$ cat src/design/motor_prot_pkg.sv
package motor_prot_pkg;
	// Current magnitudes: LSB = 0.01 x rated current; times: LSB = one measurement tick
	localparam int unsigned CUR_W     = 16;
	localparam int unsigned TIME_W    = 16;
	localparam int unsigned TICK_MS   = 10;
	// Setting ranges
	localparam logic [15:0] STALL_CUR_MIN = 16'h0064;  // 1.0 x In
	localparam logic [15:0] STALL_CUR_MAX = 16'h03e8;  // 10 x In
	localparam logic [15:0] STALL_TIM_MIN = 16'h001e;  // 0.3 s
	localparam logic [15:0] STALL_TIM_MAX = 16'h1f40;  // 80 s
	localparam logic [15:0] HS_CUR_MIN    = 16'h0032;  // 0.5 x In
	localparam logic [15:0] HS_CUR_MAX    = 16'h07d0;  // 20 x In
	localparam logic [15:0] HS_TIM_MIN    = 16'h0004;  // 0.04 s
	localparam logic [15:0] HS_TIM_MAX    = 16'h0bb8;  // 30 s
	localparam logic [15:0] EF_CUR_MIN    = 16'h0001;  // 1.0 % In
	localparam logic [15:0] EF_CUR_MAX    = 16'h0064;  // 100 % In
	localparam logic [15:0] EF_TIM_MIN    = 16'h0005;  // 0.05 s
	localparam logic [15:0] EF_TIM_MAX    = 16'h0bb8;  // 30 s
	localparam logic [15:0] FLC_RESET     = 16'h0064;
	// Thermal replica presets, percent of full capacity
	localparam logic [6:0]  THERM_WARM    = 7'h46;     // 70 %
	localparam logic [6:0]  THERM_COLD    = 7'h00;     // 0 %
	// Starting situation: thresholds in hundredths of FLC, window in ms
	localparam int unsigned START_LOW_PCT  = 12;
	localparam int unsigned START_HIGH_PCT = 150;
	localparam int unsigned START_END_PCT  = 125;
	localparam int unsigned START_WIN_MS   = 60;
	localparam int unsigned START_WIN_TICKS = START_WIN_MS / TICK_MS;
	// Display codes
	localparam logic [3:0]  CODE_NONE  = 4'h0;
	localparam logic [3:0]  CODE_STALL = 4'h6;
	localparam logic [3:0]  CODE_EF    = 4'h7;
	// Register byte offsets
	localparam logic [5:0]  OFS_SWITCH  = 6'h00;
	localparam logic [5:0]  OFS_FLC     = 6'h04;
	localparam logic [5:0]  OFS_STCUR   = 6'h08;
	localparam logic [5:0]  OFS_STTIM   = 6'h0c;
	localparam logic [5:0]  OFS_HSCUR   = 6'h10;
	localparam logic [5:0]  OFS_HSTIM   = 6'h14;
	localparam logic [5:0]  OFS_EFCUR   = 6'h18;
	localparam logic [5:0]  OFS_EFTIM   = 6'h1c;
	localparam logic [5:0]  OFS_STATUS  = 6'h20;
	localparam logic [5:0]  OFS_REMOTE  = 6'h24;
	localparam logic [5:0]  OFS_MAXCUR  = 6'h28;
	// Switch register fields
	localparam int unsigned SW_STALL_MODE   = 0;
	localparam int unsigned SW_STALL_ROUTE  = 1;
	localparam int unsigned SW_STRESS_START = 2;
	localparam int unsigned SW_LATCH_A      = 3;
	localparam int unsigned SW_LATCH_B      = 4;
	localparam int unsigned SW_HS_DOUBLE    = 5;
	localparam int unsigned SW_HS_DISABLE   = 6;
	localparam int unsigned SW_EF_ROUTE     = 7;
	localparam int unsigned SW_ST_TO_TWO    = 8;
	localparam int unsigned SW_ST_TO_THREE  = 9;
	localparam int unsigned SW_HS_TO_TWO    = 10;
	localparam int unsigned SW_EF_TO_TWO    = 11;
	localparam int unsigned SW_EF_TO_THREE  = 12;
	localparam int unsigned SW_W            = 13;
	localparam logic [12:0] SWITCH_RESET    = 13'h0080;
	localparam int unsigned RC_KEEP  = 0;
	localparam int unsigned RC_ERASE = 1;
	typedef enum logic [1:0] {
		START_IDLE      = 2'b00,
		START_STANDSTILL = 2'b01,
		START_RISING    = 2'b10,
		START_ACTIVE    = 2'b11
	} start_state_t;
endpackage

$ cat src/design/motor_overcurrent_stall_stages.sv
`timescale 1ns/1ns
`default_nettype none
module motor_overcurrent_stall_stages #(
	parameter int unsigned CW = motor_prot_pkg::CUR_W,
	parameter int unsigned TW = motor_prot_pkg::TIME_W
) (
	input  wire logic          clk_sys,
	input  wire logic          sys_rst,
	input  wire logic [5:0]    avs_address,
	input  wire logic          avs_read,
	input  wire logic          avs_write,
	input  wire logic [31:0]   avs_writedata,
	output logic [31:0]        avs_readdata,
	output logic               avs_waitrequest,
	input  wire logic          measTick,
	input  wire logic [CW-1:0] phaseCurrentA,
	input  wire logic [CW-1:0] phaseCurrentB,
	input  wire logic [CW-1:0] phaseCurrentC,
	input  wire logic [CW-1:0] neutralCurrent,
	input  wire logic          btnStep,
	input  wire logic          btnProgram,
	input  wire logic          btnReset,
	input  wire logic          extResetIn,
	input  wire logic          speedSwitchIn,
	output logic               signalOutOne,
	output logic               signalOutTwo,
	output logic               signalOutThree,
	output logic               earthFaultTripOut,
	output logic               stallIndicator,
	output logic               highsetIndicator,
	output logic               earthFaultIndicator,
	output logic [3:0]         displayCode,
	output logic               eraseRecords,
	output logic [6:0]         thermalInitLevel
);
	if (CW != 16 || TW != 16) begin : gWidthCheck
		$error("motor stages: CW and TW must be 16");
	end

	logic [motor_prot_pkg::SW_W-1:0] switches;
	logic [15:0] flcSet, stallCur, stallTime, hsCur, hsTime, efCur, efTime;
	logic        ack, wrEn, remoteKeep, remoteErase, initDone;
	logic [15:0] maxCurrent, efCurrent;
	logic        stallStart, stallRaw, stallLatch, stallTrip, dtExpired;
	logic        hsStart, hsRaw, hsLatch, hsTrip;
	logic        efStart, efRaw, efTripPrev;
	logic [47:0] stressAcc, stressLimit;
	logic [31:0] currentSq;
	logic [48:0] stressSum;
	logic        stressActive, stressOver, resetLatch, resetErase, stallPrev;
	logic [17:0] hsThreshold;
	logic [31:0] lowThr, highThr, endThr, curScaled;
	logic [3:0]  winCount;
	motor_prot_pkg::start_state_t startState;
	logic        startingSituation;

	function automatic logic [15:0] clampSet(input logic [31:0] v,
			input logic [15:0] lo, input logic [15:0] hi);
		if (v < {16'h0000, lo}) return lo;
		if (v > {16'h0000, hi}) return hi;
		return v[15:0];
	endfunction

	// Bus slave: one wait state on every access, write lands at the release edge
	assign avs_waitrequest = (avs_read || avs_write) && !ack;
	assign wrEn = avs_write && ack;

	always_ff @(posedge clk_sys) begin
		if (sys_rst)
			ack <= 1'b0;
		else
			ack <= (avs_read || avs_write) && !ack;
	end

	always_ff @(posedge clk_sys) begin
		if (sys_rst) begin
			switches  <= motor_prot_pkg::SWITCH_RESET;
			flcSet    <= motor_prot_pkg::FLC_RESET;
			stallCur  <= motor_prot_pkg::STALL_CUR_MIN;
			stallTime <= motor_prot_pkg::STALL_TIM_MIN;
			hsCur     <= motor_prot_pkg::HS_CUR_MIN;
			hsTime    <= motor_prot_pkg::HS_TIM_MIN;
			efCur     <= motor_prot_pkg::EF_CUR_MIN;
			efTime    <= motor_prot_pkg::EF_TIM_MIN;
		end else if (wrEn) begin
			case (avs_address)
				motor_prot_pkg::OFS_SWITCH: switches <= avs_writedata[motor_prot_pkg::SW_W-1:0];
				motor_prot_pkg::OFS_FLC:    flcSet <= avs_writedata[15:0];
				// Out-of-range settings are pulled to the nearest limit
				motor_prot_pkg::OFS_STCUR: stallCur <= clampSet(avs_writedata,
					motor_prot_pkg::STALL_CUR_MIN, motor_prot_pkg::STALL_CUR_MAX);
				motor_prot_pkg::OFS_STTIM: stallTime <= clampSet(avs_writedata,
					motor_prot_pkg::STALL_TIM_MIN, motor_prot_pkg::STALL_TIM_MAX);
				motor_prot_pkg::OFS_HSCUR: hsCur <= clampSet(avs_writedata,
					motor_prot_pkg::HS_CUR_MIN, motor_prot_pkg::HS_CUR_MAX);
				motor_prot_pkg::OFS_HSTIM: hsTime <= clampSet(avs_writedata,
					motor_prot_pkg::HS_TIM_MIN, motor_prot_pkg::HS_TIM_MAX);
				motor_prot_pkg::OFS_EFCUR: efCur <= clampSet(avs_writedata,
					motor_prot_pkg::EF_CUR_MIN, motor_prot_pkg::EF_CUR_MAX);
				motor_prot_pkg::OFS_EFTIM: efTime <= clampSet(avs_writedata,
					motor_prot_pkg::EF_TIM_MIN, motor_prot_pkg::EF_TIM_MAX);
				default: ;
			endcase
		end
	end

	assign remoteKeep  = wrEn && avs_address == motor_prot_pkg::OFS_REMOTE
		&& avs_writedata[motor_prot_pkg::RC_KEEP];
	assign remoteErase = wrEn && avs_address == motor_prot_pkg::OFS_REMOTE
		&& avs_writedata[motor_prot_pkg::RC_ERASE];

	always_ff @(posedge clk_sys) begin
		if (sys_rst)
			avs_readdata <= 32'h0000_0000;
		else if (avs_read && !ack) begin
			case (avs_address)
				motor_prot_pkg::OFS_SWITCH: avs_readdata <= {19'h00000, switches};
				motor_prot_pkg::OFS_FLC:   avs_readdata <= {16'h0000, flcSet};
				motor_prot_pkg::OFS_STCUR: avs_readdata <= {16'h0000, stallCur};
				motor_prot_pkg::OFS_STTIM: avs_readdata <= {16'h0000, stallTime};
				// Disabled stage reads as infinite setting
				motor_prot_pkg::OFS_HSCUR: avs_readdata <= {16'h0000,
					switches[motor_prot_pkg::SW_HS_DISABLE] ? 16'hffff : hsCur};
				motor_prot_pkg::OFS_HSTIM: avs_readdata <= {16'h0000, hsTime};
				motor_prot_pkg::OFS_EFCUR: avs_readdata <= {16'h0000, efCur};
				motor_prot_pkg::OFS_EFTIM: avs_readdata <= {16'h0000, efTime};
				motor_prot_pkg::OFS_STATUS: avs_readdata <= {9'h000, thermalInitLevel,
					displayCode, 2'b00, earthFaultIndicator, highsetIndicator,
					stallIndicator, startingSituation, efRaw, efStart, hsTrip, hsStart,
					stallTrip, stallStart};
				motor_prot_pkg::OFS_MAXCUR: avs_readdata <= {16'h0000, maxCurrent};
				default: avs_readdata <= 32'h0000_0000;
			endcase
		end
	end

	// Button strap is caught on the first edge after reset release
	always_ff @(posedge clk_sys) begin
		if (sys_rst) begin
			initDone         <= 1'b0;
			thermalInitLevel <= motor_prot_pkg::THERM_WARM;
		end else if (!initDone) begin
			initDone         <= 1'b1;
			thermalInitLevel <= (btnStep && btnProgram) ? motor_prot_pkg::THERM_COLD
				: motor_prot_pkg::THERM_WARM;
		end
	end

	// Highest phase and neutral magnitude, refreshed once per tick
	always_ff @(posedge clk_sys) begin
		if (sys_rst) begin
			maxCurrent <= 16'h0000;
			efCurrent  <= 16'h0000;
		end else if (measTick) begin
			if (phaseCurrentA >= phaseCurrentB && phaseCurrentA >= phaseCurrentC)
				maxCurrent <= phaseCurrentA;
			else if (phaseCurrentB >= phaseCurrentC)
				maxCurrent <= phaseCurrentB;
			else
				maxCurrent <= phaseCurrentC;
			efCurrent <= neutralCurrent;
		end
	end

	// Starting situation detector, thresholds scaled from full-load current
	assign curScaled = {16'h0000, maxCurrent} * 32'd100;
	assign lowThr  = {16'h0000, flcSet} * motor_prot_pkg::START_LOW_PCT;
	assign highThr = {16'h0000, flcSet} * motor_prot_pkg::START_HIGH_PCT;
	assign endThr  = {16'h0000, flcSet} * motor_prot_pkg::START_END_PCT;
	assign startingSituation = startState == motor_prot_pkg::START_ACTIVE;

	always_ff @(posedge clk_sys) begin
		if (sys_rst) begin
			startState <= motor_prot_pkg::START_IDLE;
			winCount   <= 4'h0;
		end else if (measTick) begin
			case (startState)
				motor_prot_pkg::START_IDLE: begin
					if (curScaled < lowThr)
						startState <= motor_prot_pkg::START_STANDSTILL;
				end
				motor_prot_pkg::START_STANDSTILL: begin
					winCount <= 4'h1;
					if (curScaled > highThr)
						startState <= motor_prot_pkg::START_ACTIVE;
					else if (curScaled >= lowThr)
						startState <= motor_prot_pkg::START_RISING;
				end
				motor_prot_pkg::START_RISING: begin
					winCount <= winCount + 4'h1;
					if (curScaled > highThr
							&& winCount < 4'(motor_prot_pkg::START_WIN_TICKS))
						startState <= motor_prot_pkg::START_ACTIVE;
					else if (curScaled < lowThr)
						startState <= motor_prot_pkg::START_STANDSTILL;
					else if (winCount >= 4'(motor_prot_pkg::START_WIN_TICKS))
						startState <= motor_prot_pkg::START_IDLE;
				end
				motor_prot_pkg::START_ACTIVE: begin
					if (curScaled < endThr)
						startState <= motor_prot_pkg::START_IDLE;
				end
				default: startState <= motor_prot_pkg::START_IDLE;
			endcase
		end
	end

	// Reset actions: keep-data group and erase group
	assign resetErase = (btnStep && btnProgram) || remoteErase || extResetIn;
	assign resetLatch = (btnProgram && !btnStep) || remoteKeep || resetErase;

	// Stall supervision
	assign stallStart = maxCurrent > stallCur;

	stage_timer #(.W(TW)) stallTimer (
		.clk_sys (clk_sys),
		.sys_rst (sys_rst),
		.tick    (measTick),
		.run     (stallStart && !switches[motor_prot_pkg::SW_STALL_MODE]),
		.hold    (speedSwitchIn),
		.limit   (stallTime),
		.expired (dtExpired)
	);

	assign currentSq   = {16'h0000, maxCurrent} * {16'h0000, maxCurrent};
	assign stressLimit = {16'h0000, stallCur} * {16'h0000, stallCur}
		* {32'h0000_0000, stallTime};
	assign stressActive = switches[motor_prot_pkg::SW_STRESS_START] ? stallStart
		: startingSituation;
	assign stressSum  = {1'b0, stressAcc} + {17'h00000, currentSq};
	assign stressOver = stressAcc > stressLimit;

	// Accumulator saturates rather than wrapping back below the limit
	always_ff @(posedge clk_sys) begin
		if (sys_rst)
			stressAcc <= 48'h0;
		else if (speedSwitchIn)
			stressAcc <= stressAcc;
		else if (!stressActive || !switches[motor_prot_pkg::SW_STALL_MODE])
			stressAcc <= 48'h0;
		else if (measTick)
			stressAcc <= stressSum[48] ? 48'hffff_ffff_ffff : stressSum[47:0];
	end

	assign stallRaw = switches[motor_prot_pkg::SW_STALL_MODE] ? stressOver : dtExpired;
	assign stallTrip = stallRaw || stallLatch;

	// Latches: a new trip wins over a reset in the same cycle
	always_ff @(posedge clk_sys) begin
		if (sys_rst) begin
			stallLatch <= 1'b0;
			hsLatch    <= 1'b0;
		end else begin
			if (stallRaw && switches[motor_prot_pkg::SW_LATCH_B])
				stallLatch <= 1'b1;
			else if (resetLatch)
				stallLatch <= 1'b0;
			if (hsRaw && (switches[motor_prot_pkg::SW_LATCH_A]
					|| switches[motor_prot_pkg::SW_LATCH_B]))
				hsLatch <= 1'b1;
			else if (resetLatch)
				hsLatch <= 1'b0;
		end
	end

	// High-set stage
	assign hsThreshold = (switches[motor_prot_pkg::SW_HS_DOUBLE] && startingSituation)
		? {1'b0, hsCur, 1'b0} : {2'b00, hsCur};
	assign hsStart = !switches[motor_prot_pkg::SW_HS_DISABLE]
		&& {2'b00, maxCurrent} > hsThreshold;
	assign hsTrip = hsRaw || hsLatch;

	stage_timer #(.W(TW)) hsTimer (
		.clk_sys (clk_sys),
		.sys_rst (sys_rst),
		.tick    (measTick),
		.run     (hsStart),
		.hold    (1'b0),
		.limit   (hsTime),
		.expired (hsRaw)
	);

	// Earth-fault low-set stage
	assign efStart = efCurrent > efCur;

	stage_timer #(.W(TW)) efTimer (
		.clk_sys (clk_sys),
		.sys_rst (sys_rst),
		.tick    (measTick),
		.run     (efStart),
		.hold    (1'b0),
		.limit   (efTime),
		.expired (efRaw)
	);

	// Indications: set wins over the panel reset
	always_ff @(posedge clk_sys) begin
		if (sys_rst) begin
			stallIndicator      <= 1'b0;
			highsetIndicator    <= 1'b0;
			earthFaultIndicator <= 1'b0;
			displayCode         <= motor_prot_pkg::CODE_NONE;
			stallPrev           <= 1'b0;
			efTripPrev          <= 1'b0;
		end else begin
			stallPrev  <= stallTrip;
			efTripPrev <= efRaw;
			if (stallTrip && !stallPrev)
				stallIndicator <= 1'b1;
			else if (btnReset)
				stallIndicator <= 1'b0;
			if (hsRaw)
				highsetIndicator <= 1'b1;
			else if (btnReset)
				highsetIndicator <= 1'b0;
			// Signalling-only unit keeps re-asserting while active
			if (efRaw && (!efTripPrev || !switches[motor_prot_pkg::SW_EF_ROUTE]))
				earthFaultIndicator <= 1'b1;
			else if (btnReset)
				earthFaultIndicator <= 1'b0;
			if (efRaw && !efTripPrev)
				displayCode <= motor_prot_pkg::CODE_EF;
			else if (stallTrip && !stallPrev)
				displayCode <= motor_prot_pkg::CODE_STALL;
			else if (btnReset)
				displayCode <= motor_prot_pkg::CODE_NONE;
		end
	end

	// Relay outputs
	always_ff @(posedge clk_sys) begin
		if (sys_rst) begin
			signalOutOne      <= 1'b0;
			signalOutTwo      <= 1'b0;
			signalOutThree    <= 1'b0;
			earthFaultTripOut <= 1'b0;
			eraseRecords      <= 1'b0;
		end else begin
			signalOutOne <= stallStart && switches[motor_prot_pkg::SW_STALL_ROUTE];
			signalOutTwo <= (stallTrip && switches[motor_prot_pkg::SW_ST_TO_TWO])
				|| (hsTrip && switches[motor_prot_pkg::SW_HS_TO_TWO])
				|| (efRaw && switches[motor_prot_pkg::SW_EF_TO_TWO]);
			signalOutThree <= hsTrip
				|| (stallTrip && switches[motor_prot_pkg::SW_ST_TO_THREE])
				|| (efRaw && switches[motor_prot_pkg::SW_EF_TO_THREE]);
			earthFaultTripOut <= efRaw && switches[motor_prot_pkg::SW_EF_ROUTE];
			eraseRecords <= resetErase;
		end
	end

	property p_initLevel;
		@(posedge clk_sys) disable iff (sys_rst)
		$rose(initDone) |-> thermalInitLevel == (($past(btnStep) && $past(btnProgram))
			? motor_prot_pkg::THERM_COLD : motor_prot_pkg::THERM_WARM);
	endproperty
	a_initLevel: assert property (p_initLevel) else $error("bad thermal preset");

	property p_hsToThree;
		@(posedge clk_sys) disable iff (sys_rst)
		hsTrip |=> signalOutThree;
	endproperty
	a_hsToThree: assert property (p_hsToThree) else $error("high-set not on out3");

	property p_startRoute;
		@(posedge clk_sys) disable iff (sys_rst)
		stallStart && switches[motor_prot_pkg::SW_STALL_ROUTE] |=> signalOutOne;
	endproperty
	a_startRoute: assert property (p_startRoute) else $error("stall start not routed");

	property p_stallInd;
		@(posedge clk_sys) disable iff (sys_rst)
		$rose(stallTrip) && !(efRaw && !efTripPrev)
			|=> stallIndicator && displayCode == motor_prot_pkg::CODE_STALL;
	endproperty
	a_stallInd: assert property (p_stallInd) else $error("stall indication missing");

	property p_efInd;
		@(posedge clk_sys) disable iff (sys_rst)
		$rose(efRaw) |=> earthFaultIndicator && displayCode == motor_prot_pkg::CODE_EF;
	endproperty
	a_efInd: assert property (p_efInd) else $error("earth-fault indication missing");

	property p_speedFreeze;
		@(posedge clk_sys) disable iff (sys_rst)
		speedSwitchIn |=> stressAcc == $past(stressAcc);
	endproperty
	a_speedFreeze: assert property (p_speedFreeze) else $error("stress grew when inhibited");

	property p_hsDisabled;
		@(posedge clk_sys) disable iff (sys_rst)
		switches[motor_prot_pkg::SW_HS_DISABLE] |-> !hsStart;
	endproperty
	a_hsDisabled: assert property (p_hsDisabled) else $error("disabled high-set started");

	property p_latchRelease;
		@(posedge clk_sys) disable iff (sys_rst)
		resetLatch && !stallRaw ##1 !stallRaw |-> !stallTrip;
	endproperty
	a_latchRelease: assert property (p_latchRelease) else $error("stall latch held");

	property p_stallHold;
		@(posedge clk_sys) disable iff (sys_rst)
		stallRaw && switches[motor_prot_pkg::SW_LATCH_B] && !resetLatch ##1 !resetLatch
			|-> stallTrip;
	endproperty
	a_stallHold: assert property (p_stallHold) else $error("stall latch lost");
endmodule
`default_nettype wire

$ cat src/design/stage_timer.sv
`timescale 1ns/1ns
`default_nettype none
// Definite-time operate timer advanced once per measurement tick
module stage_timer #(
	parameter int unsigned W = 16
) (
	input  wire logic         clk_sys,
	input  wire logic         sys_rst,
	input  wire logic         tick,
	input  wire logic         run,
	input  wire logic         hold,
	input  wire logic [W-1:0] limit,
	output logic              expired
);
	logic [W-1:0] count;

	if (W < 8 || W > 32) begin : gWidthCheck
		$error("stage_timer: W out of range");
	end

	// Count freezes at the limit so it cannot wrap under a long fault
	always_ff @(posedge clk_sys) begin
		if (sys_rst || !run)
			count <= '0;
		else if (tick && !hold && count < limit)
			count <= count + W'(1);
	end

	assign expired = run && (count >= limit);
endmodule
`default_nettype wire

$ cat config.mk
export PLATFORM = sky130hd
export DESIGN_NAME = motor_overcurrent_stall_stages
export DESIGN_NICKNAME = d
export VERILOG_FILES = /design/src/design/motor_prot_pkg.sv /design/src/design/motor_overcurrent_stall_stages.sv /design/src/design/stage_timer.sv
export SDC_FILE = /design/constraint.sdc
export NUM_CORES = 2
export LEC_CHECK = 0
export ABC_AREA = 1
export BUFFER_PORTS_ARGS = -buffer_cell sky130_fd_sc_hd__buf_2
export CAP_MARGIN = 25
export CORE_ASPECT_RATIO = 0.75
export CORE_MARGIN = 4
export CORE_UTILIZATION = 53
export DETAILED_ROUTE_END_ITERATION = 6
export GPL_TIMING_DRIVEN = 0
export PLACE_DENSITY = 0.69
export SYNTH_ARGS = -nofsm -noshare
export SYNTH_HDL_FRONTEND = slang
export SYNTH_SLANG_ARGS = --single-unit
export TNS_END_PERCENT = 50
$ cat constraint.sdc
create_clock -name clk_sys -period 21.1 [get_ports clk_sys]
set_input_delay 0 -clock clk_sys [delete_from_list [all_inputs] [get_ports clk_sys]]
set_output_delay 0 -clock clk_sys [all_outputs]
set_load 0.1 [all_outputs]
==> impl_metrics.yaml <==
run_status:
  outcome: "complete, no violations"
critical_path:
  rr_endpoint: "avs_readdata[1]$_SDFFE_PP0P_"
  critPathMaxStageDelay_ns: 0.88
  cp_max_fo: 10
  r2r-start: "stallCur[6]$_SDFFE_PP1P_"
  cpMaxStageDelayCell: "xnor2_1"
  start_kind: "register"
  rrSetupSlack_ns: 5.65
  worstSetupPathType: "reg2reg"
  r2r_cells: 54
  required_ns: 21.54
  arrival_ns: 15.89
  crit_top_cell: "fa_1"
  cp-end-kind: "register"
global_route:
  grt-ovfl-total: 0
  grt_max_degree: 16
  grt_pass1_wl_um: 311000
  antenna_found_initial: 3
  grt_pass1_vias: 52288
  track_usage: 0.351
floorplan:
  chipHeight_um: 296
  start_util: 0.534
  dieArea_um2: 116000
  coreArea_um2: 109000
  die_w_um: 392
  rows: 105
  ios: 164
power_and_ir_drop:
  fin_total_pwr_uw: 2030
  p_per_area_nw_per_um2: 32.1
  peakVddDrop_mv: 0.0592
  p_leak_uw: 0.0332
route:
  ant_nets: 0
  drc: 0
  detail_route.iter0.violations: 5004
  drtPass1Iterations: 7
  vias: 52775
  wl_per_cell_um: 21.5
  vias_per_cell: 5.60
  routed_wl_um: 203000
sta:
  drv_slew: 0
  fin_ws_ns: 5.65
  fin_tns_setup_ns: 0
  fmax_ghz: 0.0647
  setup_viol: 0
  fin_crit_sh: 0.732
  hold_viol: 0
  rsz0062_at_grt: "false"
  skew_ns: 0.0473
  worstMarginPinSlew_ns: 1.21
  fin_crit_ns: 15.45
  relSlewSlack: 0.195
placement:
  placed_cell_area_um2: 61000
  routabilityCongestion: 1.01
  numPortBuffers: 139
  dp_slack_ns: 5.91
  hpwl_um: 172000
cells_and_area:
  multi_input_area_um2: 45000
  syn2layout_area_growth_pct: 8.17
  layout-drive-gt1-share: 0.0549
  fin_nets: 9685
  final_area_um2: 63200
  regArea_um2: 5870
  fill_cells: 10389
  final_util: 0.578
  layout_common_cells: "inv_1 (1719), nand2_1 (1466), fa_1 (848), ha_1 (766), a21oi_1 (513)"
  final_common_cell: "inv_1"
cts:
  cts_tree: "yes"
  numClockSinks: 293
  cts_buffers: 37
  cts_root_buf: "clkbuf_16"
  cts.clk_slew.worst_paths_ns: 0.06
  clk_latency_ns: 0.62
  cts_resized: 0
  max-clock-path-buffers: 3
  h-tree-depth: 2
synthesis:
  syn-cell-area_um2: 58500
  synth_area_per_cell_um2: 7.62
  synth_edf_count: 0
  yosysWarningCount: 0
  synth_flop_cell: "dfxtp_1"
  ys_ff_latch: 293
  yosysSeqAreaShare: 0.100
  syn_inst: 7673
  ys_types: 73
  synth-async-reset-ratio: 0
worst_hold_path:
  hold_path_depth: 5
  hp-class: "in2reg"
  min_from: "avs_read"
  min_to: "avs_readdata[18]$_SDFFE_PP0P_"
flow_run:
  cap_violations: 0
## cell families after synthesis
| family | count (synthesis) | share of synthesized area |
|---|---|---|
| simple gates | 2499 | 0.178 |
| buf+inv | 1992 | 0.131 |
| fa+ha+maj | 1614 | 0.454 |
| compound gates | 1093 | 0.108 |
| flops | 293 | 0.100 |
| xor+xnor | 178 | 0.0269 |
| mux | 3 | 0.000514 |
| other cells | 1 | 0.0000641 |
## worst max-delay path, delay by kind of cell, from the launching register on
| family | cells | cell delay (ns) |
|---|---|---|
| adder cells (fa/ha/maj) | 15 | 7.31 |
| XOR/XNOR | 2 | 0.98 |
| AND/OR/NAND/NOR | 16 | 2.50 |
| buffers and inverters | 13 | 2.28 |
| flip-flops | 1 | 0.40 |
| AO/OA/AOI/OAI | 8 | 1.81 |
## worst max-delay path by stage
stage	slack (ns)	to	start
finish	5.65	avs_readdata[1]$_SDFFE_PP0P_	stallCur[6]$_SDFFE_PP1P_
global route	4.81	avs_readdata[1]$_SDFFE_PP0P_	stallCur[6]$_SDFFE_PP1P_
CTS	5.87	avs_readdata[1]$_SDFFE_PP0P_	stallCur[7]$_SDFFE_PP0P_
detailed placement	5.91	avs_readdata[1]$_SDFFE_PP0P_	stallCur[7]$_SDFFE_PP0P_
global placement	5.96	avs_readdata[1]$_SDFFE_PP0P_	stallCur[6]$_SDFFE_PP1P_
floorplan	9.17	displayCode[0]$_SDFFE_PP0P_	stallCur[4]$_SDFFE_PP0P_
## area by class of cell
| type | count | area share |
|---|---|---|
| flip-flops and latches | 293 | 0.0927 |
| plain buffers | 248 | 0.0179 |
| diodes | 1 | 0.0000396 |
| clock buffers | 49 | 0.0165 |
| repair buffers | 230 | 0.0256 |
| inverters | 1744 | 0.104 |
| clock inverters | 15 | 0.00388 |
| well taps | 1444 | 0.0286 |
| multi-input cells | 5405 | 0.711 |
## report_power, final
group,switching (µW),leakage (µW),total (µW),internal (µW)
sequential,21.7,0.00237,584,563
combinational,489,0.0302,753,264
clock,301,0.000618,692,391
total,811,0.0332,2030,1220
## cell usage after synthesis (7+ instances only)
| cell type | number | share of area |
|---|---|---|
| a211oi_1 | 8 | 0.0010 |
| a21o_1 | 21 | 0.0027 |
| a21oi_1 | 513 | 0.044 |
| a21oi_2 | 33 | 0.0049 |
| a221oi_1 | 14 | 0.0021 |
| a22oi_1 | 8 | 0.0010 |
| a31oi_1 | 31 | 0.0033 |
| buf_1 | 8 | 0.00051 |
| buf_2 | 18 | 0.0015 |
| buf_4 | 29 | 0.0037 |
| clkbuf_1 | 186 | 0.012 |
| clkinv_1 | 8 | 0.00051 |
| dfxtp_1 | 293 | 0.10 |
| fa_1 | 848 | 0.29 |
| ha_1 | 766 | 0.16 |
| inv_1 | 1719 | 0.11 |
| inv_2 | 16 | 0.0010 |
| nand2_1 | 1466 | 0.094 |
| nand3_1 | 206 | 0.018 |
| nand3b_1 | 9 | 0.0012 |
| nand4_1 | 62 | 0.0066 |
| nor2_1 | 510 | 0.033 |
| nor3_1 | 103 | 0.0088 |
| nor3b_1 | 7 | 0.00090 |
| nor4_1 | 27 | 0.0029 |
| o2111ai_1 | 9 | 0.0013 |
| o211ai_1 | 35 | 0.0045 |
| o21a_1 | 21 | 0.0027 |
| o21ai_0 | 258 | 0.022 |
| o21ai_1 | 16 | 0.0014 |
| o21ai_2 | 35 | 0.0052 |
| o21bai_1 | 25 | 0.0032 |
| o22ai_1 | 30 | 0.0032 |
| or2_1 | 18 | 0.0019 |
| or2_2 | 60 | 0.0064 |
| xnor2_1 | 68 | 0.010 |
| xor2_1 | 108 | 0.016 |
## flip-flops by register name, summed over array words and instances, names as in the netlist, 2 cells and up
register	count
stressAcc	48
avs_readdata	17
efCur	16
efCurrent	16
efTime	16
efTimer.count	16
flcSet	16
hsCur	16
hsTime	16
hsTimer.count	16
maxCurrent	16
stallCur	16
stallTime	16
stallTimer.count	16
switches	13
winCount	4
displayCode	2
startState	2
## metal layers
| layer | global-route usage | share of wire | up-vias |
|---|---|---|---|
| li1 | - | - | 24353 |
| met1 | 0.523 | 0.45 | 25612 |
| met2 | 0.512 | 0.41 | 2501 |
| met3 | 0.0934 | 0.12 | 307 |
| met4 | 0.0737 | 0.024 | 2 |
| met5 | 0 | 0.000035 | - |
## what timing repair did
| action | in CTS | in global routing |
|---|---|---|
| hold buffers | 87 | 0 |
| buffers inserted | 0 | 0 |
| hold endpoints to repair | 88 | 0 |
## per-stage QoR
step	cells	hold WS (ns)
final	9429	0.0638
after global routing	9428	0.0799
after CTS	9425	0.0161
after detailed placement	9274	0.241
after global placement	9273	0.233
after floorplan	7690	0.135
(Power assumes the default switching activity.)
